==> src/tsa_pkg.sv <==
// Function
// receive slot index picks one of 128 slots after frame sync
// unmasked receive slot width is width field plus one, 1 to 512 bits
// three-bit receive edge offset in bits 18..16 shifts the receive slot
// receive mask mode: 8-bit slots, index and offset place the mask
// mask mode receives only in slots whose mask bit is set
// transmit mask bit n selects 8-bit transmit slot n of 32
// transmit mask acts only in framed mode 5 with mask enable set
// transmit slot index sets distance from sync to mask slot zero
// receive mask bit n selects 8-bit receive slot n of 32
// receive mask acts only in framed mode 5 with mask enable set
// receive slot index sets distance from sync to mask slot zero
// slot settings are evaluated only in framed clock mode 5
// divider divides input clock by (N+1) times 2 to the M
// clock mode picks divider input source and output use; divider always counts clk, use_brg (ctrl bit 4) picks its use
// transmit slot index picks one of 128 slots after frame sync
// unmasked transmit slot width is width field plus one bits
// unused register bits read zero and ignore writes
package tsa_pkg;
    localparam logic [11:0] ADDR_RX_SLOT_ASSIGN = 12'h0120;
    localparam logic [11:0] ADDR_TX_SLOT_MASK = 12'h0124;
    localparam logic [11:0] ADDR_RX_SLOT_MASK = 12'h0128;
    localparam logic [11:0] ADDR_BIT_RATE_DIVIDER = 12'h012c;
    localparam logic [11:0] ADDR_TX_SLOT_ASSIGN = 12'h011c;
    localparam logic [11:0] ADDR_CHAN_CTRL = 12'h0140;
    localparam logic [11:0] ADDR_CHAN_STATUS = 12'h0144;
    localparam logic [31:0] SLOT_ASSIGN_MASK = 32'h7f07_81ff;
    localparam logic [31:0] DIVIDER_MASK = 32'h0000_0f3f;
    localparam logic [31:0] CTRL_MASK = 32'h0000_0017;
    localparam logic [31:0] RESET_VALUE = 32'h0000_0000;
    localparam logic [2:0] CLOCK_MODE_FRAMED = 3'h5;
    localparam int SLOT_BITS = 8;
    localparam int MASK_SLOTS = 32;

    typedef struct packed {
        logic zero0;
        logic [6:0] slot_index;
        logic [4:0] zero1;
        logic [2:0] edge_offset;
        logic mask_enable;
        logic [5:0] zero2;
        logic [8:0] width_field;
    } slot_assign_t;

    typedef struct packed {
        logic [19:0] zero0;
        logic [3:0] divider_exponent;
        logic [1:0] zero1;
        logic [5:0] divider_mantissa;
    } divider_t;

    typedef struct packed {
        logic [11:0] addr;
        logic [31:0] wdata;
        logic wr;
        logic rd;
    } reg_req_t;

    typedef enum logic [1:0] {ST_IDLE, ST_OFFSET, ST_SLOTS} slot_state_t;
endpackage

==> src/slot_gate.sv <==
`timescale 1ns/100ps
`default_nettype none
// one direction of slot selection, counted in serial bit clock ticks
module slot_gate
    import tsa_pkg::*;
(
    input wire logic clk,
    input wire logic resetn,
    input wire logic tick,
    input wire logic sync,
    input wire logic framed,
    input wire tsa_pkg::slot_assign_t cfg,
    input wire logic [31:0] mask,
    output logic active
);
    slot_state_t state_r;
    logic [15:0] cnt_r;
    logic [8:0] bit_r;
    logic [4:0] slot_r;
    logic [15:0] offset;
    logic [8:0] width;

    // mask mode uses 8-bit slots and ignores width field
    assign width = cfg.mask_enable ? 9'(SLOT_BITS - 1) : cfg.width_field;
    // distance from sync: slot index times width plus edge offset, up to 127*512+7
    assign offset = 16'(cfg.slot_index) * (16'(width) + 16'd1) + 16'(cfg.edge_offset);

    // frame walker
    always_ff @(posedge clk or negedge resetn)
    begin
        if (!resetn)
        begin
            state_r <= ST_IDLE;
            cnt_r <= '0;
            bit_r <= '0;
            slot_r <= '0;
            active <= 1'b0;
        end
        else if (!framed)
        begin
            state_r <= ST_IDLE;
            active <= 1'b0;
        end
        else if (tick)
        begin
            case (state_r)
                ST_IDLE:
                begin
                    active <= 1'b0;
                    if (sync)
                    begin
                        cnt_r <= '0;
                        bit_r <= '0;
                        slot_r <= '0;
                        if (offset == 16'd0)
                        begin
                            state_r <= ST_SLOTS;
                            active <= cfg.mask_enable ? mask[0] : 1'b1;
                        end
                        else
                            state_r <= ST_OFFSET;
                    end
                end
                ST_OFFSET:
                begin
                    cnt_r <= cnt_r + 16'd1;
                    if (cnt_r + 16'd1 == offset)
                    begin
                        state_r <= ST_SLOTS;
                        active <= cfg.mask_enable ? mask[0] : 1'b1;
                    end
                end
                ST_SLOTS:
                begin
                    if (bit_r == width)
                    begin
                        bit_r <= '0;
                        if (!cfg.mask_enable || slot_r == 5'(MASK_SLOTS - 1))
                        begin
                            state_r <= ST_IDLE;
                            active <= 1'b0;
                        end
                        else
                        begin
                            slot_r <= slot_r + 5'd1;
                            active <= mask[slot_r + 5'd1];
                        end
                    end
                    else
                        bit_r <= bit_r + 9'd1;
                end
                default: state_r <= ST_IDLE;
            endcase
        end
    end

    // unmasked mode never advances past slot zero
    property p_unmasked_single;
        @(posedge clk) disable iff (!resetn)
        (state_r == ST_SLOTS && !cfg.mask_enable) |-> slot_r == 5'd0;
    endproperty
    a_unmasked_single: assert property (p_unmasked_single) else $error("slot advanced");

    property p_off_when_unframed;
        @(posedge clk) disable iff (!resetn)
        !framed |=> !active;
    endproperty
    a_off_when_unframed: assert property (p_off_when_unframed) else $error("active out of mode");
endmodule
`default_nettype wire

==> src/tsa_channel.sv <==
// Design decision made here: the plain strobed port.
`timescale 1ns/100ps
`default_nettype none
// slot selection and baud divider for one serial channel
module tsa_channel
    import tsa_pkg::*;
(
    input wire logic clk,
    input wire logic resetn,
    input wire tsa_pkg::reg_req_t req,
    output logic [31:0] rdata,
    input wire logic serial_clk_pin,
    input wire logic frame_sync_pin,
    output logic rx_active,
    output logic tx_active,
    output logic baud_tick,
    output logic bit_tick
);
    import tsa_pkg::*;

    // =====================================================
    // registers
    slot_assign_t rx_assign_r;
    slot_assign_t tx_assign_r;
    logic [31:0] tx_mask_r;
    logic [31:0] rx_mask_r;
    divider_t div_r;
    logic [31:0] ctrl_r;
    logic framed;
    logic use_brg;

    assign framed = ctrl_r[2:0] == CLOCK_MODE_FRAMED;
    assign use_brg = ctrl_r[4];

    // register writes, unused bits dropped
    always_ff @(posedge clk or negedge resetn)
    begin
        if (!resetn)
        begin
            rx_assign_r <= RESET_VALUE;
            tx_assign_r <= RESET_VALUE;
            tx_mask_r <= RESET_VALUE;
            rx_mask_r <= RESET_VALUE;
            div_r <= RESET_VALUE;
            ctrl_r <= RESET_VALUE;
        end
        else if (req.wr)
        begin
            case (req.addr)
                ADDR_RX_SLOT_ASSIGN: rx_assign_r <= req.wdata & SLOT_ASSIGN_MASK;
                ADDR_TX_SLOT_ASSIGN: tx_assign_r <= req.wdata & SLOT_ASSIGN_MASK;
                ADDR_TX_SLOT_MASK: tx_mask_r <= req.wdata;
                ADDR_RX_SLOT_MASK: rx_mask_r <= req.wdata;
                ADDR_BIT_RATE_DIVIDER: div_r <= req.wdata & DIVIDER_MASK;
                ADDR_CHAN_CTRL: ctrl_r <= req.wdata & CTRL_MASK;
                default: ;
            endcase
        end
    end

    // =====================================================
    // pin synchronisers
    logic [1:0] sclk_s;
    logic [1:0] fs_s;
    logic sclk_d;

    always_ff @(posedge clk or negedge resetn)
    begin
        if (!resetn)
        begin
            sclk_s <= '0;
            fs_s <= '0;
            sclk_d <= 1'b0;
        end
        else
        begin
            sclk_s <= {sclk_s[0], serial_clk_pin};
            fs_s <= {fs_s[0], frame_sync_pin};
            sclk_d <= sclk_s[1];
        end
    end

    // =====================================================
    // baud divider: prescale by 2^M then by N+1
    logic [14:0] pre_r;
    logic [5:0] div_cnt_r;
    logic pre_done;
    logic [14:0] pre_limit;

    assign pre_limit = 15'((16'd1 << div_r.divider_exponent) - 16'd1);
    // compare with >= so a smaller new setting never waits for a counter wrap
    assign pre_done = pre_r >= pre_limit;

    // divide clk by (N+1)*2^M
    always_ff @(posedge clk or negedge resetn)
    begin
        if (!resetn)
        begin
            pre_r <= '0;
            div_cnt_r <= '0;
            baud_tick <= 1'b0;
        end
        else
        begin
            baud_tick <= 1'b0;
            if (pre_done)
            begin
                pre_r <= '0;
                if (div_cnt_r >= div_r.divider_mantissa)
                begin
                    div_cnt_r <= '0;
                    baud_tick <= 1'b1;
                end
                else
                    div_cnt_r <= div_cnt_r + 6'd1;
            end
            else
                pre_r <= pre_r + 15'd1;
        end
    end

    // bit clock: divider output or serial clock rising edge
    logic tick_nxt;
    assign tick_nxt = use_brg ? baud_tick : (sclk_s[1] & ~sclk_d);

    always_ff @(posedge clk or negedge resetn)
    begin
        if (!resetn)
            bit_tick <= 1'b0;
        else
            bit_tick <= tick_nxt;
    end

    // =====================================================
    // slot walkers
    logic rx_gate;
    logic tx_gate;

    slot_gate u_rx (
        .clk(clk),
        .resetn(resetn),
        .tick(tick_nxt),
        .sync(fs_s[1]),
        .framed(framed),
        .cfg(rx_assign_r),
        .mask(rx_mask_r),
        .active(rx_gate)
    );

    slot_gate u_tx (
        .clk(clk),
        .resetn(resetn),
        .tick(tick_nxt),
        .sync(fs_s[1]),
        .framed(framed),
        .cfg(tx_assign_r),
        .mask(tx_mask_r),
        .active(tx_gate)
    );

    // outputs from flops
    always_ff @(posedge clk or negedge resetn)
    begin
        if (!resetn)
        begin
            rx_active <= 1'b0;
            tx_active <= 1'b0;
        end
        else
        begin
            rx_active <= rx_gate;
            tx_active <= tx_gate;
        end
    end

    // =====================================================
    // read path, data one cycle after strobe
    always_ff @(posedge clk or negedge resetn)
    begin
        if (!resetn)
            rdata <= RESET_VALUE;
        else if (req.rd)
        begin
            case (req.addr)
                ADDR_RX_SLOT_ASSIGN: rdata <= rx_assign_r;
                ADDR_TX_SLOT_ASSIGN: rdata <= tx_assign_r;
                ADDR_TX_SLOT_MASK: rdata <= tx_mask_r;
                ADDR_RX_SLOT_MASK: rdata <= rx_mask_r;
                ADDR_BIT_RATE_DIVIDER: rdata <= div_r;
                ADDR_CHAN_CTRL: rdata <= ctrl_r;
                ADDR_CHAN_STATUS: rdata <= {28'h000_0000, framed, bit_tick, tx_gate, rx_gate};
                default: rdata <= RESET_VALUE;
            endcase
        end
        else
            rdata <= RESET_VALUE;
    end

    // =====================================================
    // checks
    property p_div_unity;
        @(posedge clk) disable iff (!resetn)
        (div_r == RESET_VALUE && $past(div_r) == RESET_VALUE) |=> baud_tick;
    endproperty
    a_div_unity: assert property (p_div_unity) else $error("k=1 not every cycle");

    property p_div_two;
        @(posedge clk) disable iff (!resetn)
        (div_r.divider_exponent == 4'd1 && div_r.divider_mantissa == 6'd0 && baud_tick
         && $stable(div_r)) |=> !baud_tick ##1 baud_tick;
    endproperty
    a_div_two: assert property (p_div_two) else $error("k=2 wrong");

    property p_unused_read_zero;
        @(posedge clk) disable iff (!resetn)
        (req.rd && req.addr == ADDR_BIT_RATE_DIVIDER) |=> (rdata & ~DIVIDER_MASK) == 32'h0000_0000;
    endproperty
    a_unused_read_zero: assert property (p_unused_read_zero) else $error("unused bits set");

    property p_rx_mode5;
        @(posedge clk) disable iff (!resetn)
        !framed ##1 !framed |=> !rx_active;
    endproperty
    a_rx_mode5: assert property (p_rx_mode5) else $error("rx outside mode 5");

    property p_tx_mode5;
        @(posedge clk) disable iff (!resetn)
        !framed ##1 !framed |=> !tx_active;
    endproperty
    a_tx_mode5: assert property (p_tx_mode5) else $error("tx outside mode 5");

    property p_read_idle;
        @(posedge clk) disable iff (!resetn)
        !req.rd |=> rdata == 32'h0000_0000;
    endproperty
    a_read_idle: assert property (p_read_idle) else $error("rdata without read");

    // receive mask takes the full written word
    property p_rx_mask_write;
        @(posedge clk) disable iff (!resetn)
        (req.wr && req.addr == ADDR_RX_SLOT_MASK) |=> rx_mask_r == $past(req.wdata);
    endproperty
    a_rx_mask_write: assert property (p_rx_mask_write) else $error("rx mask write lost");

    // transmit mask takes the full written word
    property p_tx_mask_write;
        @(posedge clk) disable iff (!resetn)
        (req.wr && req.addr == ADDR_TX_SLOT_MASK) |=> tx_mask_r == $past(req.wdata);
    endproperty
    a_tx_mask_write: assert property (p_tx_mask_write) else $error("tx mask write lost");

    // reserved receive assignment bits never hold a one
    property p_assign_clean;
        @(posedge clk) disable iff (!resetn)
        (rx_assign_r & ~SLOT_ASSIGN_MASK) == 32'h0000_0000;
    endproperty
    a_assign_clean: assert property (p_assign_clean) else $error("assign reserved set");

    // reserved divider bits never hold a one
    property p_div_clean;
        @(posedge clk) disable iff (!resetn)
        (div_r & ~DIVIDER_MASK) == 32'h0000_0000;
    endproperty
    a_div_clean: assert property (p_div_clean) else $error("divider reserved set");

    // any factor above one leaves a gap after each pulse
    property p_baud_gap;
        @(posedge clk) disable iff (!resetn)
        (baud_tick && $stable(div_r) && div_r != RESET_VALUE) |=> !baud_tick;
    endproperty
    a_baud_gap: assert property (p_baud_gap) else $error("baud pulses adjacent");

    // divider output drives the bit clock when selected
    property p_bit_from_brg;
        @(posedge clk) disable iff (!resetn)
        use_brg |=> bit_tick == $past(baud_tick);
    endproperty
    a_bit_from_brg: assert property (p_bit_from_brg) else $error("bit tick not from divider");

    // status shows whether framed mode is on
    property p_status_framed;
        @(posedge clk) disable iff (!resetn)
        (req.rd && req.addr == ADDR_CHAN_STATUS) |=> rdata[3] == $past(framed);
    endproperty
    a_status_framed: assert property (p_status_framed) else $error("status mode wrong");

    // receive assignment readback returns the stored fields
    property p_assign_read;
        @(posedge clk) disable iff (!resetn)
        (req.rd && req.addr == ADDR_RX_SLOT_ASSIGN) |=> rdata == $past(rx_assign_r);
    endproperty
    a_assign_read: assert property (p_assign_read) else $error("assign readback wrong");
endmodule
`default_nettype wire

==> config.mk <==
export PLATFORM = sky130hd
export DESIGN_NAME = tsa_channel
export DESIGN_NICKNAME = d
export VERILOG_FILES = /design/src/tsa_pkg.sv /design/src/slot_gate.sv /design/src/tsa_channel.sv
export SDC_FILE = /design/constraint.sdc
export NUM_CORES = 1
export LEC_CHECK = 0
export BUFFER_PORTS_ARGS = -buffer_cell sky130_fd_sc_hd__buf_2
export CORE_MARGIN = 10
export CORE_UTILIZATION = 55
export DETAILED_ROUTE_END_ITERATION = 8
export MAX_ROUTING_LAYER = met4
export PLACE_DENSITY_LB_ADDON = 0.25
export SLEW_MARGIN = 20
export SYNTH_ARGS = -nofsm -noshare
export SYNTH_HDL_FRONTEND = slang
export SYNTH_SLANG_ARGS = --single-unit
==> constraint.sdc <==
create_clock -name clk -period 9.24 [get_ports clk]
set_input_delay 0.462 -clock clk [delete_from_list [all_inputs] [get_ports clk]]
set_output_delay 0.462 -clock clk [all_outputs]
set_load 0.01 [all_outputs]
* Word-level counts from Yosys, hierarchy flattened *
Index checks and enable logic that the tools add are counted.

word-level totals
  output and inout bits = 36
  input port bits = 50
  bits in registers = 246
  word-level logic and storage cells = 180

cells by class
  shift-type cells = 1
  multiplexer cells = 62
  equality and inequality tests = 35
  bitwise logic cells = 2
  add/subtract/negate cells = 13
  order comparisons = 4
  reductions and logical operators = 28
  $mul = 2

operators with widths
  cell                                                                    number
  32-bit case mux with 7 select lines                                     1
  12-bit by 9-bit equality test with 1-bit output, second input constant  7
  16-bit case mux with 2 select lines                                     2
  9-bit two-way mux                                                       5
  9-bit case mux with 2 select lines                                      2
  16-bit by 1-bit adder with 16-bit output, second input constant         2
  16-bit by 3-bit adder with 16-bit output                                2
  16-bit equality test                                                    2
  16-bit zero test                                                        2
  7-bit by 16-bit multiplier with 16-bit output                           2
  32-bit two-way mux                                                      1
  2-bit two-way mux                                                       14
  5-bit two-way mux                                                       5
  4-bit AND reduction                                                     6
  1-bit two-way mux                                                       21
  9-bit by 1-bit adder with 10-bit output, second input constant          2
  5-bit case mux with 2 select lines                                      2
  9-bit by 1-bit adder with 9-bit output, second input constant           2
  9-bit equality test                                                     2
  16-bit two-way mux                                                      1
  15-bit by 1-bit adder with 15-bit output, second input constant         1
  15-bit >= comparator                                                    1
  15-bit two-way mux                                                      1
  3-bit inequality test, second input constant                            5
  other kinds (28)                                                        56

* Depth between registers and ports, before layout *
  depth after elaboration = 10
  mapped depth = 29
  depth with buffers taken out = 26

* By module *
Synthesis repeated with hierarchy kept, for this count alone.

unflattened totals
  cell total of the unflattened synthesis = 1900
  area, all modules = 18813.0 um^2

modules (own cells, without submodules)
  module             instances  area an instance (um^2)  cells an instance  seq. area each (um^2)
  tsa_channel        1          7935.1                   627                4504.3
  slot_gate at u_tx  1          5466.5                   647                825.8
  slot_gate at u_rx  1          5411.4                   626                825.8

* Worst setup path after synthesis *
OpenSTA, ideal clock, no wires.

  path kind = reg2reg
  from = register tx_assign_r[15] (netlist bit)
  to = register u_tx.active
  clock period less this slack = 7.449 ns
  library setup time = 0.120 ns
  data required time = 9.120 ns
  path buffers = 2
  slack = 1.791 ns
  stages on the path, launching flop included = 27
  arrival time = 7.328 ns
  cells stage by stage = dfrtp_1 > clkbuf_1 > clkbuf_1 > nor2_1 > inv_1 > ha_1 > nand3_1 > or3b_2 > or3_1 > a21oi_1 > nand2_1 > fa_1 > fa_1 > fa_1 > fa_1 > inv_1 > ha_1 > a2111oi_0 > o21ai_0 > nand2_1 > xnor2_1 > xnor2_1 > or4_1 > or4_1 > o31ai_1 > o21ai_0 > a31o_2

between the ends
  longest elaborated chain between the ends = 10
  elaborated cells between the ends (all ways) = 21
  those cells by class = add/sub (2); mul (1); eq/ne (4); mux (10); reduce/logical (4)

RTL lines
  what                                           RTL line           RTL
  start, declared                                tsa_channel.sv:24  slot_assign_t tx_assign_r;
  start signal, assigned                         tsa_channel.sv:51  ADDR_TX_SLOT_ASSIGN: tx_assign_r <= req.wdata & SLOT_ASSIGN_MASK;
  9-bit two-way mux                              slot_gate.sv:24    assign width = cfg.mask_enable ? 9'(SLOT_BITS - 1) : cfg.width_field;
  9-bit by 1-bit adder with 10-bit output        slot_gate.sv:26    assign offset = 16'(cfg.slot_index) * (16'(width) + 16'd1) + 16'(cfg.edge_offset);
  7-bit by 16-bit multiplier with 16-bit output  slot_gate.sv:26
  16-bit by 3-bit adder with 16-bit output       slot_gate.sv:26
  16-bit zero test                               slot_gate.sv:55    if (offset == 16'd0)
  1-bit two-way mux                              slot_gate.sv:55
  1-bit two-way mux                              slot_gate.sv:50    if (sync)
  1-bit case mux with 3 select lines             slot_gate.sv:46    case (state_r)
  1-bit two-way mux                              slot_gate.sv:44    else if (tick)
  1-bit two-way mux                              slot_gate.sv:39    else if (!framed)
  end signal, assigned                           slot_gate.sv:58    active <= cfg.mask_enable ? mask[0] : 1'b1;
  end signal, assigned                           slot_gate.sv:70    active <= cfg.mask_enable ? mask[0] : 1'b1;
  end signal, assigned                           slot_gate.sv:86    active <= mask[slot_r + 5'd1];
  end, declared                                  slot_gate.sv:14    output logic active

Several ways; a longest one is shown, not always the timed one. The select of a mux whose other input is x is not followed.
A chain may end at the register's enable or synchronous reset.

* Worst setup path after layout *
  from = register tx_assign_r[15] (netlist bit)
  to = register u_tx.state_r[0]

between the ends
  longest elaborated chain between the ends = 10
  elaborated cells between the ends (all ways) = 18
  those cells by class = add/sub (2); mul (1); eq/ne (5); mux (6); reduce/logical (4)

RTL lines
  what                                           RTL line         RTL
  9-bit two-way mux                              slot_gate.sv:24
  9-bit by 1-bit adder with 10-bit output        slot_gate.sv:26
  7-bit by 16-bit multiplier with 16-bit output  slot_gate.sv:26
  16-bit by 3-bit adder with 16-bit output       slot_gate.sv:26
  16-bit zero test                               slot_gate.sv:55
  2-bit two-way mux                              slot_gate.sv:55
  2-bit two-way mux                              slot_gate.sv:50
  2-bit case mux with 3 select lines             slot_gate.sv:46
  2-bit two-way mux                              slot_gate.sv:44
  2-bit two-way mux                              slot_gate.sv:39
  end signal, assigned                           slot_gate.sv:41  state_r <= ST_IDLE;
  end signal, assigned                           slot_gate.sv:57  state_r <= ST_SLOTS;
  end signal, assigned                           slot_gate.sv:61  state_r <= ST_OFFSET;
  end, declared                                  slot_gate.sv:16  slot_state_t state_r;

Several ways; a longest one is shown, not always the timed one. The select of a mux whose other input is x is not followed.

==> run_results.csv <==
group,metric,value,unit
synthesis,synth_compound_area_share,11.9,%
floorplanning,die_w,203,um
setup_path,startpoint_type,"register",
power_and_ir_drop,p_int,1.83,mW
global_routing,grt_pass1_vias,14200,
timing,min_period,8.28,ns
synthesis,yosysSeqAreaShare,33.5,%
setup_path,crit_fanout,24,
finish,finish.utilization,61.8,%
cts,cts.sinks,246,
floorplanning,rows,66,
timing,setup_viol,0,
finish,final_cells,2377,
floorplanning,io_pins,86,
place,dpl.hpwl,34200,um
floorplanning,start_util,56.1,%
power_and_ir_drop,ir_drop,0.000139,V
place,dpl_cell_area,19100,um^2
setup_path,worstSetupPathType,"register to register",
timing,tns,0,ns
power_and_ir_drop,switching_share,22.5,%
detailed_routing,route.detailed.wl_per_inst,19.7,um
synthesis,synth_fa_ha_area_share,17.4,%
cts,cts_buffer_depth,3,
global_routing,grt_pass1_wl,75600,um
setup_path,critPathCaptureType,"register",
detailed_routing,drc,0,
finish,layout_commonest_cell,"dfrtp_1",
finish,final_cell_mix,"dfrtp_1 (246), nand2_1 (189), inv_1 (151)",
setup_path,reg2reg_slack,0.96,ns
synthesis,synthArstFlopShare,100,%
setup_path,cp.required,9.72,ns
power_and_ir_drop,seq_power_share,45.9,%
power_and_ir_drop,net-switching-power,532,uW
timing,max_slew.worst_pin.slew,1.07,ns
cts,cts_buffers,28,
synthesis,syn_inst,1868,
synthesis,synth_cell_types,69,
synthesis,synth-simple-area-share,15.1,%
setup_path,worstReg2RegStart,"tx_assign_r[15]",
timing,worst_hold_slack,0.131,ns
synthesis,synth_xor_area_share,6.41,%
timing,hold_viol,0,
synthesis,synth_fp_nets,2124,
timing,min_period_over_period,89.6,%
cts,cts_tree,"done",
synthesis,synth_top_family_by_area,"adder cells",
global_routing,antenna_found_initial,3,
synthesis,synth_top_area_cell,"dfrtp_1",
timing,fin_skew,0.0301,ns
cts,postCtsSetupBuffers,0,
place,gp_congestion,0.923,
power_and_ir_drop,power.density,117,nW/um^2
cts,cts-root-buf,"clkbuf_16",
detailed_routing,ant_nets,0,
min_path,holdCritPathClass,"input port to register",
power_and_ir_drop,leakage,9.66,nW
finish,drive_above_1_share,16.6,%
floorplanning,core_area,32700,um^2
synthesis,yosysWarnings,0,
global_routing,overflow,0,
detailed_routing,firstDrtPassIters,7,
global_routing,grtUsageMet2,36.3,%
timing,fmax,0.121,GHz
finish,nets,2168,
min_path,min_to,"tx_mask_r[12]",
setup_path,r2r_cells,24,
cts,htreeDepth,1,
min_path,min-delay-start,"req[14]",
setup_path,arrival,8.76,ns
synthesis,syn_area,18300,um^2
global_routing,grt_usage,23.1,%
place,io_buffers,85,
cts,clk_pin_slew_worst_paths,0.06,ns
global_routing,use_met1,29.9,%
floorplanning,die_area,41100,um^2
setup_path,reg2reg_to,"u_tx.state_r[0]",
synthesis,synth_mux_area_share,10.8,%
power_and_ir_drop,power_frac_clock,51.3,%
cts,clk_latency,0.58,ns
status,outcome,"finished, final reports clean",
synthesis,syn_area_per_cell,9.82,um^2
flow_run,maxCapViolations,0,
synthesis,synth-edff-count,0,
global_routing,grt_max_degree,112,
min_path,min_delay_path_depth,2,
timing,slew_headroom,28.2,%
timing,drv_slew,0,
place,place_inst,2321,
detailed_routing,routed_wl,46800,um
finish,stdcell_area,20200,um^2
synthesis,yosys_most_used_dff,"dfrtp_1",
detailed_routing,dr.first_iter.drc_count,1203,
floorplanning,die_h,203,um
synthesis,synth_top_cell_area_share,33.5,%
finish,area_delta_synth_final,10.1,%
global_routing,gr-usage-met3,3.57,%
synthesis,ys_ff_latch,246,
global_routing,top_usage_layer,"met2",
synthesis,synth.area.top_cells,"dfrtp_1 (34%), fa_1 (8.9%), ha_1 (8.5%)",
power_and_ir_drop,p_comb_share,2.8,%
detailed_routing,avgViaCountPerCell,5.99,
detailed_routing,vias,14200,
timing,grt_setup_unrepaired,"no",
flip-flops by register name, indices dropped and copies added, names as in the netlist, 4 cells and up:
signal / flops
tx_assign_r: 20
div_r: 10
u_tx.slot_r: 5
u_tx.bit_r: 9
u_rx.bit_r: 9
tx_mask_r: 32
u_rx.slot_r: 5
ctrl_r: 4
u_rx.cnt_r: 16
pre_r: 15
rx_mask_r: 32
u_tx.cnt_r: 16
div_cnt_r: 6
rdata: 32
rx_assign_r: 20
worst max path at each step:
stage	startpoint	cells past startpoint	end
floorplan	tx_assign_r[15]	26	u_tx.active
global placement	tx_assign_r[15]	24	u_tx.state_r[0]
detailed placement	tx_assign_r[15]	24	u_tx.state_r[0]
CTS	tx_assign_r[15]	24	u_tx.state_r[0]
global route	tx_assign_r[15]	24	u_tx.state_r[0]
finish	tx_assign_r[15]	24	u_tx.state_r[0]
cell usage after synthesis, types with 5 or more instances:
cell type    n
nor4_1      16
a21o_1      21
o21ai_1      7
ha_1       124
o21ai_0     94
a22oi_1     41
nor2b_1     14
nand2b_1    19
and3_1      21
fa_1        82
or4_1        7
o211ai_1     6
a22o_1      22
nand4_1     17
a211oi_1     5
mux2i_1     10
mux4_2      20
nand2_1    189
dfrtp_1    246
o21bai_1     7
or3_1        7
xor2_1      42
or2_2        7
buf_1        8
xnor2_1     82
o22ai_1      5
o31ai_1     11
a222oi_1    10
nor3_1      34
nand3_1     43
mux2_2     127
inv_1      151
a31oi_1      6
o32ai_1      6
and2_1      57
nor2_1     103
clkbuf_1    77
a21oi_1     68
per-stage QoR:
step | setup WS, ns | total power, mW
after floorplan | 1.79 | 1.12
after global placement | 1.45 | 1.17
after detailed placement | 1.12 | 1.17
after CTS | 1.05 | 2.39
after global routing | 0.390 | 2.43
final | 0.958 | 2.37
critical path: stages, from the launching register on:
cell and delay, ns:
dfrtp_1 0.77, nor2_1 0.28, inv_1 0.11, ha_1 0.19, nand3_1 0.11, or3b_2 0.51, or3_1 0.36, a21oi_1 0.38
nand2_1 0.14, fa_1 0.52, fa_1 0.44, fa_1 0.52, fa_1 0.54, inv_1 0.04, ha_1 0.37, a2111oi_0 0.42
o21ai_0 0.26, nand2_1 0.14, xnor2_1 0.17, xnor2_1 0.10, or4_1 0.52, or4_1 0.45, o31ai_1 0.37, nor2b_1 0.26
mux2i_1 0.21
logic make-up (layout without fill, tap and decap cells):
family	count (synthesis)	after routing
AO/OA/AOI/OAI	334	334
XOR/XNOR	128	128
adder cells (fa/ha/maj)	206	206
buffers and inverters	239	303
flip-flops	246	246
multiplexers	157	157
other	0	3
AND/OR/NAND/NOR	558	558
final cells by class:
cell class / instances / area, um^2
Fill cell: 2681 / 12500
Tap cell: 442 / 553
Antenna cell: 3 / 7.51
Clock buffer: 37 / 815
Sequential cell: 246 / 6160
Clock inverter: 13 / 203
Inverter: 151 / 567
Multi-Input combinational cell: 1383 / 11300
Timing Repair Buffer: 102 / 571
repair_timing:
item                      in CTS  in global routing
resized for setup              0                  0
hold endpoints to repair       4                  0
hold buffers                   3                  0
per-layer routing:
| metal | wire, um | vias up |
|---|---|---|
| met5 | 0 | - |
| met2 | 21900 | 476 |
| met1 | 20100 | 7066 |
| met4 | 1660 | 0 |
| li1 | - | 6591 |
| met3 | 3100 | 95 |
power by group through the flow:
stage	clock [mW]	combinational, mW	sequential [mW]
4_1_cts	1.23	0.0681	1.09
2_1_floorplan	0	0.0194	1.10
3_5_place_dp	0	0.0666	1.11
3_3_place_gp	0	0.0654	1.11
5_1_grt	1.27	0.0745	1.09
6_report	1.21	0.0665	1.09
No activity file was read; power rests on OpenSTA's default activity.
